--- src/pkg/cear_cfg.svh ---
`ifndef CEAR_CFG_SVH
`define CEAR_CFG_SVH

// Map geometry
`define CEAR_ADDR_W 20
`define CEAR_DATA_W 8
`define CEAR_PHASE_W 12
`define CEAR_NUM_CH 8
`define CEAR_NUM_QUAD_CH 4

// Register offsets
`define CEAR_OFF_PAIR_EN 20'h30011
`define CEAR_OFF_ERR_FLAGS 20'h30012
`define CEAR_OFF_ERR_EN 20'h30013
`define CEAR_OFF_QB_ALARM 20'h30014
`define CEAR_OFF_UNUSED 20'h30015
`define CEAR_OFF_RATE 20'h30016

// Writes that stay legal while the map is locked
`define CEAR_OFF_LOCK_KEY0 20'h30000
`define CEAR_OFF_LOCK_KEY1 20'h30001
`define CEAR_OFF_SCRATCH 20'h30002

// Field positions
`define CEAR_BIT_FRAME_OFS 0
`define CEAR_BIT_LOCKED_WR 1
`define CEAR_RATE_A_LSB 0
`define CEAR_RATE_B_LSB 2

// Reset values
`define CEAR_RST_FLAGS 2'h0
`define CEAR_RST_EN 2'h0
`define CEAR_RST_PAIR_EN 4'h0
`define CEAR_RST_ALARM 4'h0
`define CEAR_RST_RATE 4'h0

// Largest tolerated receive skew, in bytes
`define CEAR_MAX_SKEW_BYTES 12'h011

`endif

--- src/pkg/cear_pkg.sv ---
package cear_pkg;

  typedef struct packed {
    logic wr;
    logic rd;
    logic [19:0] addr;
    logic [7:0] wdata;
  } cear_bus_req_t;

  typedef enum logic [1:0] {
    CEAR_RATE_STS12_48 = 2'h0,
    CEAR_RATE_STS3 = 2'h2
  } cear_rate_t;

  typedef struct packed {
    logic [1:0] quad_b;
    logic [1:0] quad_a;
  } cear_rate_pair_t;

endpackage

--- src/core/cear_regs.sv ---
// How it works
// RULE1 - Flag frame offset when skew exceeds 17 bytes
// RULE2 - Receive skew is checked every cycle
// RULE3 - Error flags sticky, write one clears
// RULE4 - Locked map write elsewhere raises write error
// RULE5 - Enable bit 0 gates frame offset flag
// RULE6 - Enable bit 1 gates locked-write flag
// RULE7 - Quad B alarms read in bits 0-3
// RULE8 - Two-bit rate field per quad
// RULE9 - One alarm enable per channel pair
// RULE10 - Event output when enabled flag set
// RULE11 - Unused bits read zero, ignore writes
//
// Design decision made here: the plain strobed port.
`include "cear_cfg.svh"
`timescale 1ns/1ns
`default_nettype none

module cear_regs (
  input wire logic clk,
  input wire logic rst_n,
  input wire logic ce,
  input wire cear_pkg::cear_bus_req_t bus_req,
  output logic [7:0] rd_data,
  input wire logic map_unlocked,
  input wire logic [95:0] rx_phase,
  input wire logic [3:0] quad_b_alarm_raw,
  output logic [3:0] quad_b_alarm,
  output logic [1:0] quad_a_rate_select,
  output logic [1:0] quad_b_rate_select,
  output logic [3:0] pair_alarm_en,
  output logic err_event
);

  // Reset release
  logic rst_meta_reg;
  logic rst_sync_reg;

  always_ff @(posedge clk or negedge rst_n) begin
    if (!rst_n) begin
      rst_meta_reg <= 1'b0;
      rst_sync_reg <= 1'b0;
    end else begin
      rst_meta_reg <= 1'b1;
      rst_sync_reg <= rst_meta_reg;
    end
  end

  wire logic rst_int_n;
  assign rst_int_n = rst_sync_reg;

  // Address decode
  wire logic hit_pair_en;
  wire logic hit_flags;
  wire logic hit_en;
  wire logic hit_alarm;
  wire logic hit_rate;
  wire logic hit_key0;
  wire logic hit_key1;
  wire logic hit_scratch;

  assign hit_pair_en = bus_req.addr == `CEAR_OFF_PAIR_EN;
  assign hit_flags = bus_req.addr == `CEAR_OFF_ERR_FLAGS;
  assign hit_en = bus_req.addr == `CEAR_OFF_ERR_EN;
  assign hit_alarm = bus_req.addr == `CEAR_OFF_QB_ALARM;
  assign hit_rate = bus_req.addr == `CEAR_OFF_RATE;
  assign hit_key0 = bus_req.addr == `CEAR_OFF_LOCK_KEY0;
  assign hit_key1 = bus_req.addr == `CEAR_OFF_LOCK_KEY1;
  assign hit_scratch = bus_req.addr == `CEAR_OFF_SCRATCH;

  wire logic wr_pair_en;
  wire logic wr_flags;
  wire logic wr_en;
  wire logic wr_rate;

  assign wr_pair_en = bus_req.wr & hit_pair_en;
  assign wr_flags = bus_req.wr & hit_flags;
  assign wr_en = bus_req.wr & hit_en;
  assign wr_rate = bus_req.wr & hit_rate;

  // Receive skew: running min and max across all channels
  wire logic [11:0] ph [8];
  wire logic [11:0] run_min [8];
  wire logic [11:0] run_max [8];

  genvar g;
  generate
    for (g = 0; g < `CEAR_NUM_CH; g = g + 1) begin : g_ch
      assign ph[g] = rx_phase[g*`CEAR_PHASE_W +: `CEAR_PHASE_W];
      if (g == 0) begin : g_first
        assign run_min[g] = ph[g];
        assign run_max[g] = ph[g];
      end else begin : g_rest
        assign run_min[g] = (ph[g] < run_min[g-1]) ? ph[g] : run_min[g-1];
        assign run_max[g] = (ph[g] > run_max[g-1]) ? ph[g] : run_max[g-1];
      end
    end
  endgenerate

  // Registered once so the compare tree stays off the flag path
  logic [11:0] skew_reg;
  logic [11:0] skew_next;

  assign skew_next = run_max[`CEAR_NUM_CH-1] - run_min[`CEAR_NUM_CH-1];

  always_ff @(posedge clk or negedge rst_int_n) begin
    if (!rst_int_n) begin
      skew_reg <= 12'h000;
    end else if (ce) begin
      skew_reg <= skew_next; // [RULE2]
    end
  end

  wire logic skew_err;
  assign skew_err = skew_reg > `CEAR_MAX_SKEW_BYTES; // [RULE1] [RULE2]

  // Any write into the map, ours or not, except to the two key offsets and scratch, counts while locked
  wire logic locked_wr;
  assign locked_wr = bus_req.wr & ~map_unlocked & ~hit_key0 & ~hit_key1
                     & ~hit_scratch; // [RULE4]

  // Error flags
  logic [1:0] flags_reg;
  logic [1:0] flags_next;
  wire logic [1:0] flag_set;
  wire logic [1:0] flag_clr;

  assign flag_set[`CEAR_BIT_FRAME_OFS] = skew_err; // [RULE1]
  assign flag_set[`CEAR_BIT_LOCKED_WR] = locked_wr; // [RULE4]
  assign flag_clr = wr_flags ? bus_req.wdata[1:0] : 2'h0;

  // A set in the clearing cycle survives the clear
  assign flags_next = (flags_reg & ~flag_clr) | flag_set; // [RULE3]

  always_ff @(posedge clk or negedge rst_int_n) begin
    if (!rst_int_n) begin
      flags_reg <= `CEAR_RST_FLAGS;
    end else if (ce) begin
      flags_reg <= flags_next;
    end
  end

  // Error enables
  logic [1:0] en_reg;
  logic [1:0] en_next;

  assign en_next = wr_en ? bus_req.wdata[1:0] : en_reg; // [RULE5] [RULE6] [RULE11]

  always_ff @(posedge clk or negedge rst_int_n) begin
    if (!rst_int_n) begin
      en_reg <= `CEAR_RST_EN;
    end else if (ce) begin
      en_reg <= en_next;
    end
  end

  // Event output
  logic event_reg;
  wire logic event_next;
  wire logic ofs_live;
  wire logic lwr_live;

  assign ofs_live = flags_next[`CEAR_BIT_FRAME_OFS] & en_next[`CEAR_BIT_FRAME_OFS]; // [RULE5]
  assign lwr_live = flags_next[`CEAR_BIT_LOCKED_WR] & en_next[`CEAR_BIT_LOCKED_WR]; // [RULE6]
  assign event_next = ofs_live | lwr_live; // [RULE10]

  always_ff @(posedge clk or negedge rst_int_n) begin
    if (!rst_int_n) begin
      event_reg <= 1'b0;
    end else if (ce) begin
      event_reg <= event_next;
    end
  end

  assign err_event = event_reg;

  // Channel-pair alarm enables
  logic [3:0] pair_en_reg;
  logic [3:0] pair_en_next;

  assign pair_en_next = wr_pair_en ? bus_req.wdata[3:0] : pair_en_reg; // [RULE9]

  always_ff @(posedge clk or negedge rst_int_n) begin
    if (!rst_int_n) begin
      pair_en_reg <= `CEAR_RST_PAIR_EN;
    end else if (ce) begin
      pair_en_reg <= pair_en_next;
    end
  end

  assign pair_alarm_en = pair_en_reg;

  // Quad B consolidated alarms, masked per pair
  logic [3:0] alarm_reg;
  wire logic [3:0] alarm_next;

  assign alarm_next = quad_b_alarm_raw & pair_en_reg; // [RULE7] [RULE9]

  always_ff @(posedge clk or negedge rst_int_n) begin
    if (!rst_int_n) begin
      alarm_reg <= `CEAR_RST_ALARM;
    end else if (ce) begin
      alarm_reg <= alarm_next;
    end
  end

  assign quad_b_alarm = alarm_reg;

  // Rate select, one field per quad
  cear_pkg::cear_rate_pair_t rate_reg;
  cear_pkg::cear_rate_pair_t rate_next;

  // Undefined codes are kept as written; the quad logic decides
  assign rate_next = wr_rate ? bus_req.wdata[3:0] : rate_reg; // [RULE8]

  always_ff @(posedge clk or negedge rst_int_n) begin
    if (!rst_int_n) begin
      rate_reg <= `CEAR_RST_RATE;
    end else if (ce) begin
      rate_reg <= rate_next;
    end
  end

  assign quad_a_rate_select = rate_reg.quad_a; // [RULE8]
  assign quad_b_rate_select = rate_reg.quad_b; // [RULE8]

  // Read mux, unused bits and unmapped addresses give zero
  logic [7:0] rd_mux;

  always_comb begin
    rd_mux = 8'h00;
    if (bus_req.rd) begin
      case (1'b1)
        hit_pair_en: rd_mux = {4'h0, pair_en_reg};
        hit_flags: rd_mux = {6'h00, flags_reg}; // [RULE3] [RULE11]
        hit_en: rd_mux = {6'h00, en_reg}; // [RULE11]
        hit_alarm: rd_mux = {4'h0, alarm_reg}; // [RULE7]
        hit_rate: rd_mux = {4'h0, rate_reg}; // [RULE11]
        default: rd_mux = 8'h00;
      endcase
    end
  end

  // Data stand only in the cycle after the strobe
  logic [7:0] rd_data_reg;

  always_ff @(posedge clk or negedge rst_int_n) begin
    if (!rst_int_n) begin
      rd_data_reg <= 8'h00;
    end else if (ce) begin
      rd_data_reg <= rd_mux;
    end
  end

  assign rd_data = rd_data_reg;

endmodule

`default_nettype wire

--- config.mk ---
export PLATFORM = sky130hd
export DESIGN_NAME = cear_regs
export DESIGN_NICKNAME = d
export VERILOG_FILES = /design/src/pkg/cear_pkg.sv /design/src/core/cear_regs.sv
export VERILOG_INCLUDE_DIRS = /design/src /design/src/pkg
export SDC_FILE = /design/constraint.sdc
export NUM_CORES = 1
export LEC_CHECK = 0
export BUFFER_PORTS_ARGS = -buffer_cell sky130_fd_sc_hd__buf_2
export CORE_ASPECT_RATIO = 2
export CORE_MARGIN = 2
export CORE_UTILIZATION = 58
export DETAILED_ROUTE_END_ITERATION = 10
export PLACE_DENSITY = 0.83
export SLEW_MARGIN = 10
export SYNTH_ARGS = -nofsm -noshare
export SYNTH_HDL_FRONTEND = slang
export SYNTH_SLANG_ARGS = --single-unit
--- constraint.sdc ---
create_clock -name clk -period 1.25 [get_ports clk]
set_input_delay 0.0625 -clock clk [delete_from_list [all_inputs] [get_ports clk]]
set_output_delay 0.0625 -clock clk [all_outputs]
set_load 0.02 [all_outputs]
==> results of run 1 <==
[kinds of logic after synthesis]
kind of cell	count (synthesis)	synth area share (%)
AOI/OAI and AO/OA	311	24.6
xor gates and xnor gates	18	1.93
adders and majority gates	154	23.7
buffers and inverters	151	7.17
DFF	34	10.4
muxes	100	13.1
other	2	0.0922
and+or+nand+nor	312	18.9
[synthesized netlist by cell type, drive strengths merged (3+ instances only)]
cell	n	area share, %
inv	115	5.3
a21oi	90	5.7
nor3	18	1.2
o31ai	9	0.83
o2bb2ai	4	0.43
dfrtp	34	10
a311oi	3	0.32
nand2b	16	1.2
nor2b	19	1.5
or3	3	0.23
mux2	48	6.7
nor4	5	0.38
or2	3	0.23
mux2i	52	6.4
a211oi	5	0.52
xnor2	13	1.4
and4	6	0.64
nand2	87	4.0
or4	4	0.41
nand4	25	1.9
a31oi	10	0.77
a21boi	3	0.28
buf	8	0.58
a21o	36	3.3
nor2	81	3.7
a22o	3	0.32
nand3	24	1.5
clkbuf	27	1.2
xor2	5	0.54
o21a	25	2.3
o211ai	5	0.46
ha	151	23
and2	6	0.49
o21ai	80	4.9
and3	10	0.77
o21bai	4	0.37
a221oi	5	0.54
o2111a	3	0.43
[per-stage QoR]
step / hold WS [ps] / utilization (%) / instances / setup WS [ps]
after detailed placement: -147 / 87.2 / 1744 / -16100
after global placement: -152 / 87.2 / 1744 / -14880
after floorplan: -233 / - / 1085 / -13670
==> flow_summary.yaml, run 1 <==
outcome:
  tool.error: "[ERROR DPL-0033] detailed placement checks failed during check placement."
  lastStage: "clock tree synthesis (4_1_cts)"
  status: "stopped before the end"
die:
  rows: 61
  ioPinCount: 155
  die_w_um: 87.8
  start_util_pct: 59.0
  die_height_um: 172
logic_synthesis:
  netlist_area_um2: 8150
  ys_types: 79
  synth_ff_type: "dfrtp_1"
  ys_warn_count: 0
  async_flop_share_pct: 100
  synth-seq-cells: 34
  syn_inst: 1082
  syn_avg_cell_area_um2: 7.53
  synth_edf_count: 0
  synth_seq_area_share_pct: 10.4
cts:
  clock_sinks: 34
  htree_levels: 2
  cts_hold_buf: 1
  clk_path_buf_depth: 2
  ctsResizeCount: 177
  cts_buffers: 5
  cts_root_buf: "clkbuf_16"
  post_cts_buffers: 80
placement:
  detailed_place_hpwl_um: 32500
  placement.io_buffers: 146
  placed_cell_area_um2: 12000
  gp_congestion: 1.05
==> run 2, diff against run 1 <==
--- a/config.mk
+++ b/config.mk
@@ -7,11 +7,10 @@
 export NUM_CORES = 1
 export LEC_CHECK = 0
 export BUFFER_PORTS_ARGS = -buffer_cell sky130_fd_sc_hd__buf_2
-export CORE_ASPECT_RATIO = 2
 export CORE_MARGIN = 2
-export CORE_UTILIZATION = 58
+export CORE_UTILIZATION = 40
 export DETAILED_ROUTE_END_ITERATION = 10
-export PLACE_DENSITY = 0.83
+export PLACE_DENSITY_LB_ADDON = 0.15
 export SLEW_MARGIN = 10
 export SYNTH_ARGS = -nofsm -noshare
 export SYNTH_HDL_FRONTEND = slang
==> flow_summary.yaml, run 2 <==
power:
  clock_power_share_pct: 3.2
  p_comb_share_pct: 92.9
  p_int_mw: 22.1
  max-vdd-ir-drop_mv: 2.95
  p_sw_share_pct: 43.0
  total_leakage_power_nw: 7.63
  cellPowerDensity_nw_per_um2: 2600
  pwr-share-seq_pct: 3.9
  power_switching_mw: 16.7
  power_mw: 38.8
global_route:
  grt_pass1_wl_um: 51500
  grt-ovfl-total: 0
  grt_antenna_before_repair: 0
  grt_max_degree: 33
  track_usage_pct: 28.9
  grt_pass1_vias: 10714
worst_setup_path:
  crit_type: "primary input to register"
  crit_family: "compound AO/OA/AOI/OAI gates"
  end_kind: "register"
  reg2reg_depth: 6
  reg2reg_from: "skew_reg[3]$_DFFE_PN0P_"
  cp_num_cells: 96
  critPathMaxStageDelay_ps: 540
  critPathMostFrequentCell: "buf_4"
  r2r-end: "err_event$_DFFE_PN0P_"
  crit_path_max_fanout: 16
  r2r_setup_slack_ps: -230
  cp_slowest_cell: "or4_4"
  worst_setup_path_start_kind: "primary input"
  path_buf_inv: 28
  required_ps: 1440
  cp_data_arrival_time_ps: 15440
die:
  core_um2: 20100
  dieArea_um2: 21500
  ioPinCount: 155
  die_height_um: 147
  die_w_um: 147
  start_util_pct: 40.5
  rows: 52
finish:
  final_common_cell: "buf_4"
  largest_reg_flops: 11
  final_layout_size_suffix_gt1_share_pct: 53.9
  mostFrequentLayoutCells: "buf_4 (504), buf_2 (133), ha_1 (115), inv_1 (97), nand2_1 (78)"
  syn_to_final_growth_pct: 82.6
  utilization_pct: 74.0
  antennaDiodeCount: 0
  finalNetCount: 2026
logic_synthesis:
  ys_top_cells_by_count: "ha_1 (151), inv_1 (115), a21oi_1 (89)"
  synthXorXnorAreaFrac_pct: 1.93
  synth_fa_ha_area_share_pct: 23.7
  async_flop_share_pct: 100
  yosysMostFrequentCell: "ha_1"
  synth-compound-area-share_pct: 24.6
  synth-seq-cells: 34
  synthMuxAreaShare_pct: 13.1
  synth_ff_type: "dfrtp_1"
  synthSimpleGateAreaFrac_pct: 18.9
  synth_area_leader_cell: "ha_1"
  syn_avg_cell_area_um2: 7.53
  ys_warn_count: 0
  synth_area_leaders: "ha_1 (23%), dfrtp_1 (10%), mux2i_1 (6.4%)"
  synth_top_family_by_area: "compound AO/OA/AOI/OAI gates"
  synth_top_area_share_pct: 23.2
  synth_edf_count: 0
  netlist_area_um2: 8150
  syn_inst: 1082
  ys_types: 79
  synth_seq_area_share_pct: 10.4
timing:
  fin_crit_sh_pct: 1220
  drv_slew: 0
  rsz0062_at_grt: "yes"
  skew_ps: 5.27
  relSlewSlack_pct: 60.0
  fin_ws_ps: -14000
  setup_viol: 28
  period_needed_ps: 15250
  tightest_slew_ps: 600
  fmax_ghz: 0.0656
  hold_viol_final: 0
cts:
  clk_pin_slew_ps: 50
  tritoncts: "built"
  clk_latency_ps: 280
  clk_path_buf_depth: 2
  cts_root_buf: "clkbuf_16"
  htree_levels: 2
  cts_buffers: 5
  clock_sinks: 34
placement:
  placement.io_buffers: 146
  detailed_place_hpwl_um: 25300
  gp_congestion: 0.923
  pre_cts_ws_ps: -14910
min_path:
  holdPathStages: 3
  hp-start: "quad_b_alarm_raw[0]"
  min_to: "quad_b_alarm[0]$_DFFE_PN0P_"
  hold_class: "primary input to register"
drt:
  drc: 0
  drt_first_iter_violations: 506
  routed_via_density: 5.31
  routed-via-count: 10680
  wire_per_inst_um: 16.9
  dr.pass1.iters: 5
  antenna_left: 0
  postRouteWirelength_um: 34100
outcome:
  status: "finished, violations left"
  violations: "negative setup slack"
flow_run:
  max-cap-violations: 0
## run 2: cell counts after synthesis
No cell type changed its count.
## run 2: through the flow
stage                     area [um^2]  instances  setup TNS, ps  hold slack [ps]
after detailed placement        12600       1888        -169700             -147
after global placement          12600       1888        -167500             -149
final                           14900       2011        -154470             33.7
after global routing            14900       2011        -162880             36.6
after floorplan                  8640       1085        -151160             -233
after CTS                       14100       1977        -150350             32.9
## run 2: worst max path at each step
stage | start | endpoint
finish | rx_phase[4] | skew_reg[11]$_DFFE_PN0P_
global route | rx_phase[7] | skew_reg[11]$_DFFE_PN0P_
CTS | rx_phase[6] | skew_reg[11]$_DFFE_PN0P_
detailed placement | rx_phase[7] | skew_reg[10]$_DFFE_PN0P_
global placement | rx_phase[7] | skew_reg[11]$_DFFE_PN0P_
floorplan | rx_phase[11] | skew_reg[11]$_DFFE_PN0P_
## run 2: logic make-up after synthesis
kind of cell,count (synthesis)
fa+ha+maj,154
simple gates,312
other cells,2
buf+inv,151
xor+xnor,18
compound gates,311
flops,34
mux,100
## run 2: power by group through the flow
stage / registers, mW / logic (mW) / clock network [mW]
floorplan: 1.49 / 16.4 / 0
finish: 1.52 / 36.0 / 1.25
CTS: 1.51 / 32.8 / 1.25
detailed placement: 1.52 / 28.4 / 0
global placement: 1.51 / 27.9 / 0
global route: 1.54 / 38.7 / 1.31
## run 2: worst min-delay path, stage by stage
cell and delay [ps]:
buf_2 80, nand3_1 60, o21ai_0 70
## run 2: final cells by class
| cell class | count | area (um^2) |
|---|---|---|
| repair buffers | 683 | 5030 |
| fillers | 1457 | 5220 |
| clock buffers | 6 | 139 |
| well taps | 270 | 338 |
| inverters | 116 | 468 |
| clock inverters | 2 | 12.5 |
| flip-flops and latches | 34 | 851 |
| multi-input cells | 900 | 8040 |
## run 2: timing repair
item | CTS | global route
cloned | 1 | 1
resized for setup | 153 | 104
pin swaps | 77 | 98
hold endpoints to repair | 2 | 0
endpoints found under the setup margin | 28 | 28
setup buffers | 82 | 37
hold buffers | 1 | 0
## run 2: layer usage
| metal | wire [um] | vias up | track usage [%] |
|---|---|---|---|
| met2 | 17500 | 287 | 54.3 |
| met4 | 1350 | 0 | 9.56 |
| li1 | - | 5268 | - |
| met1 | 14200 | 5035 | 34.7 |
| met5 | 0 | - | 0 |
| met3 | 1070 | 90 | 2.17 |
(Power assumes the default switching activity.)
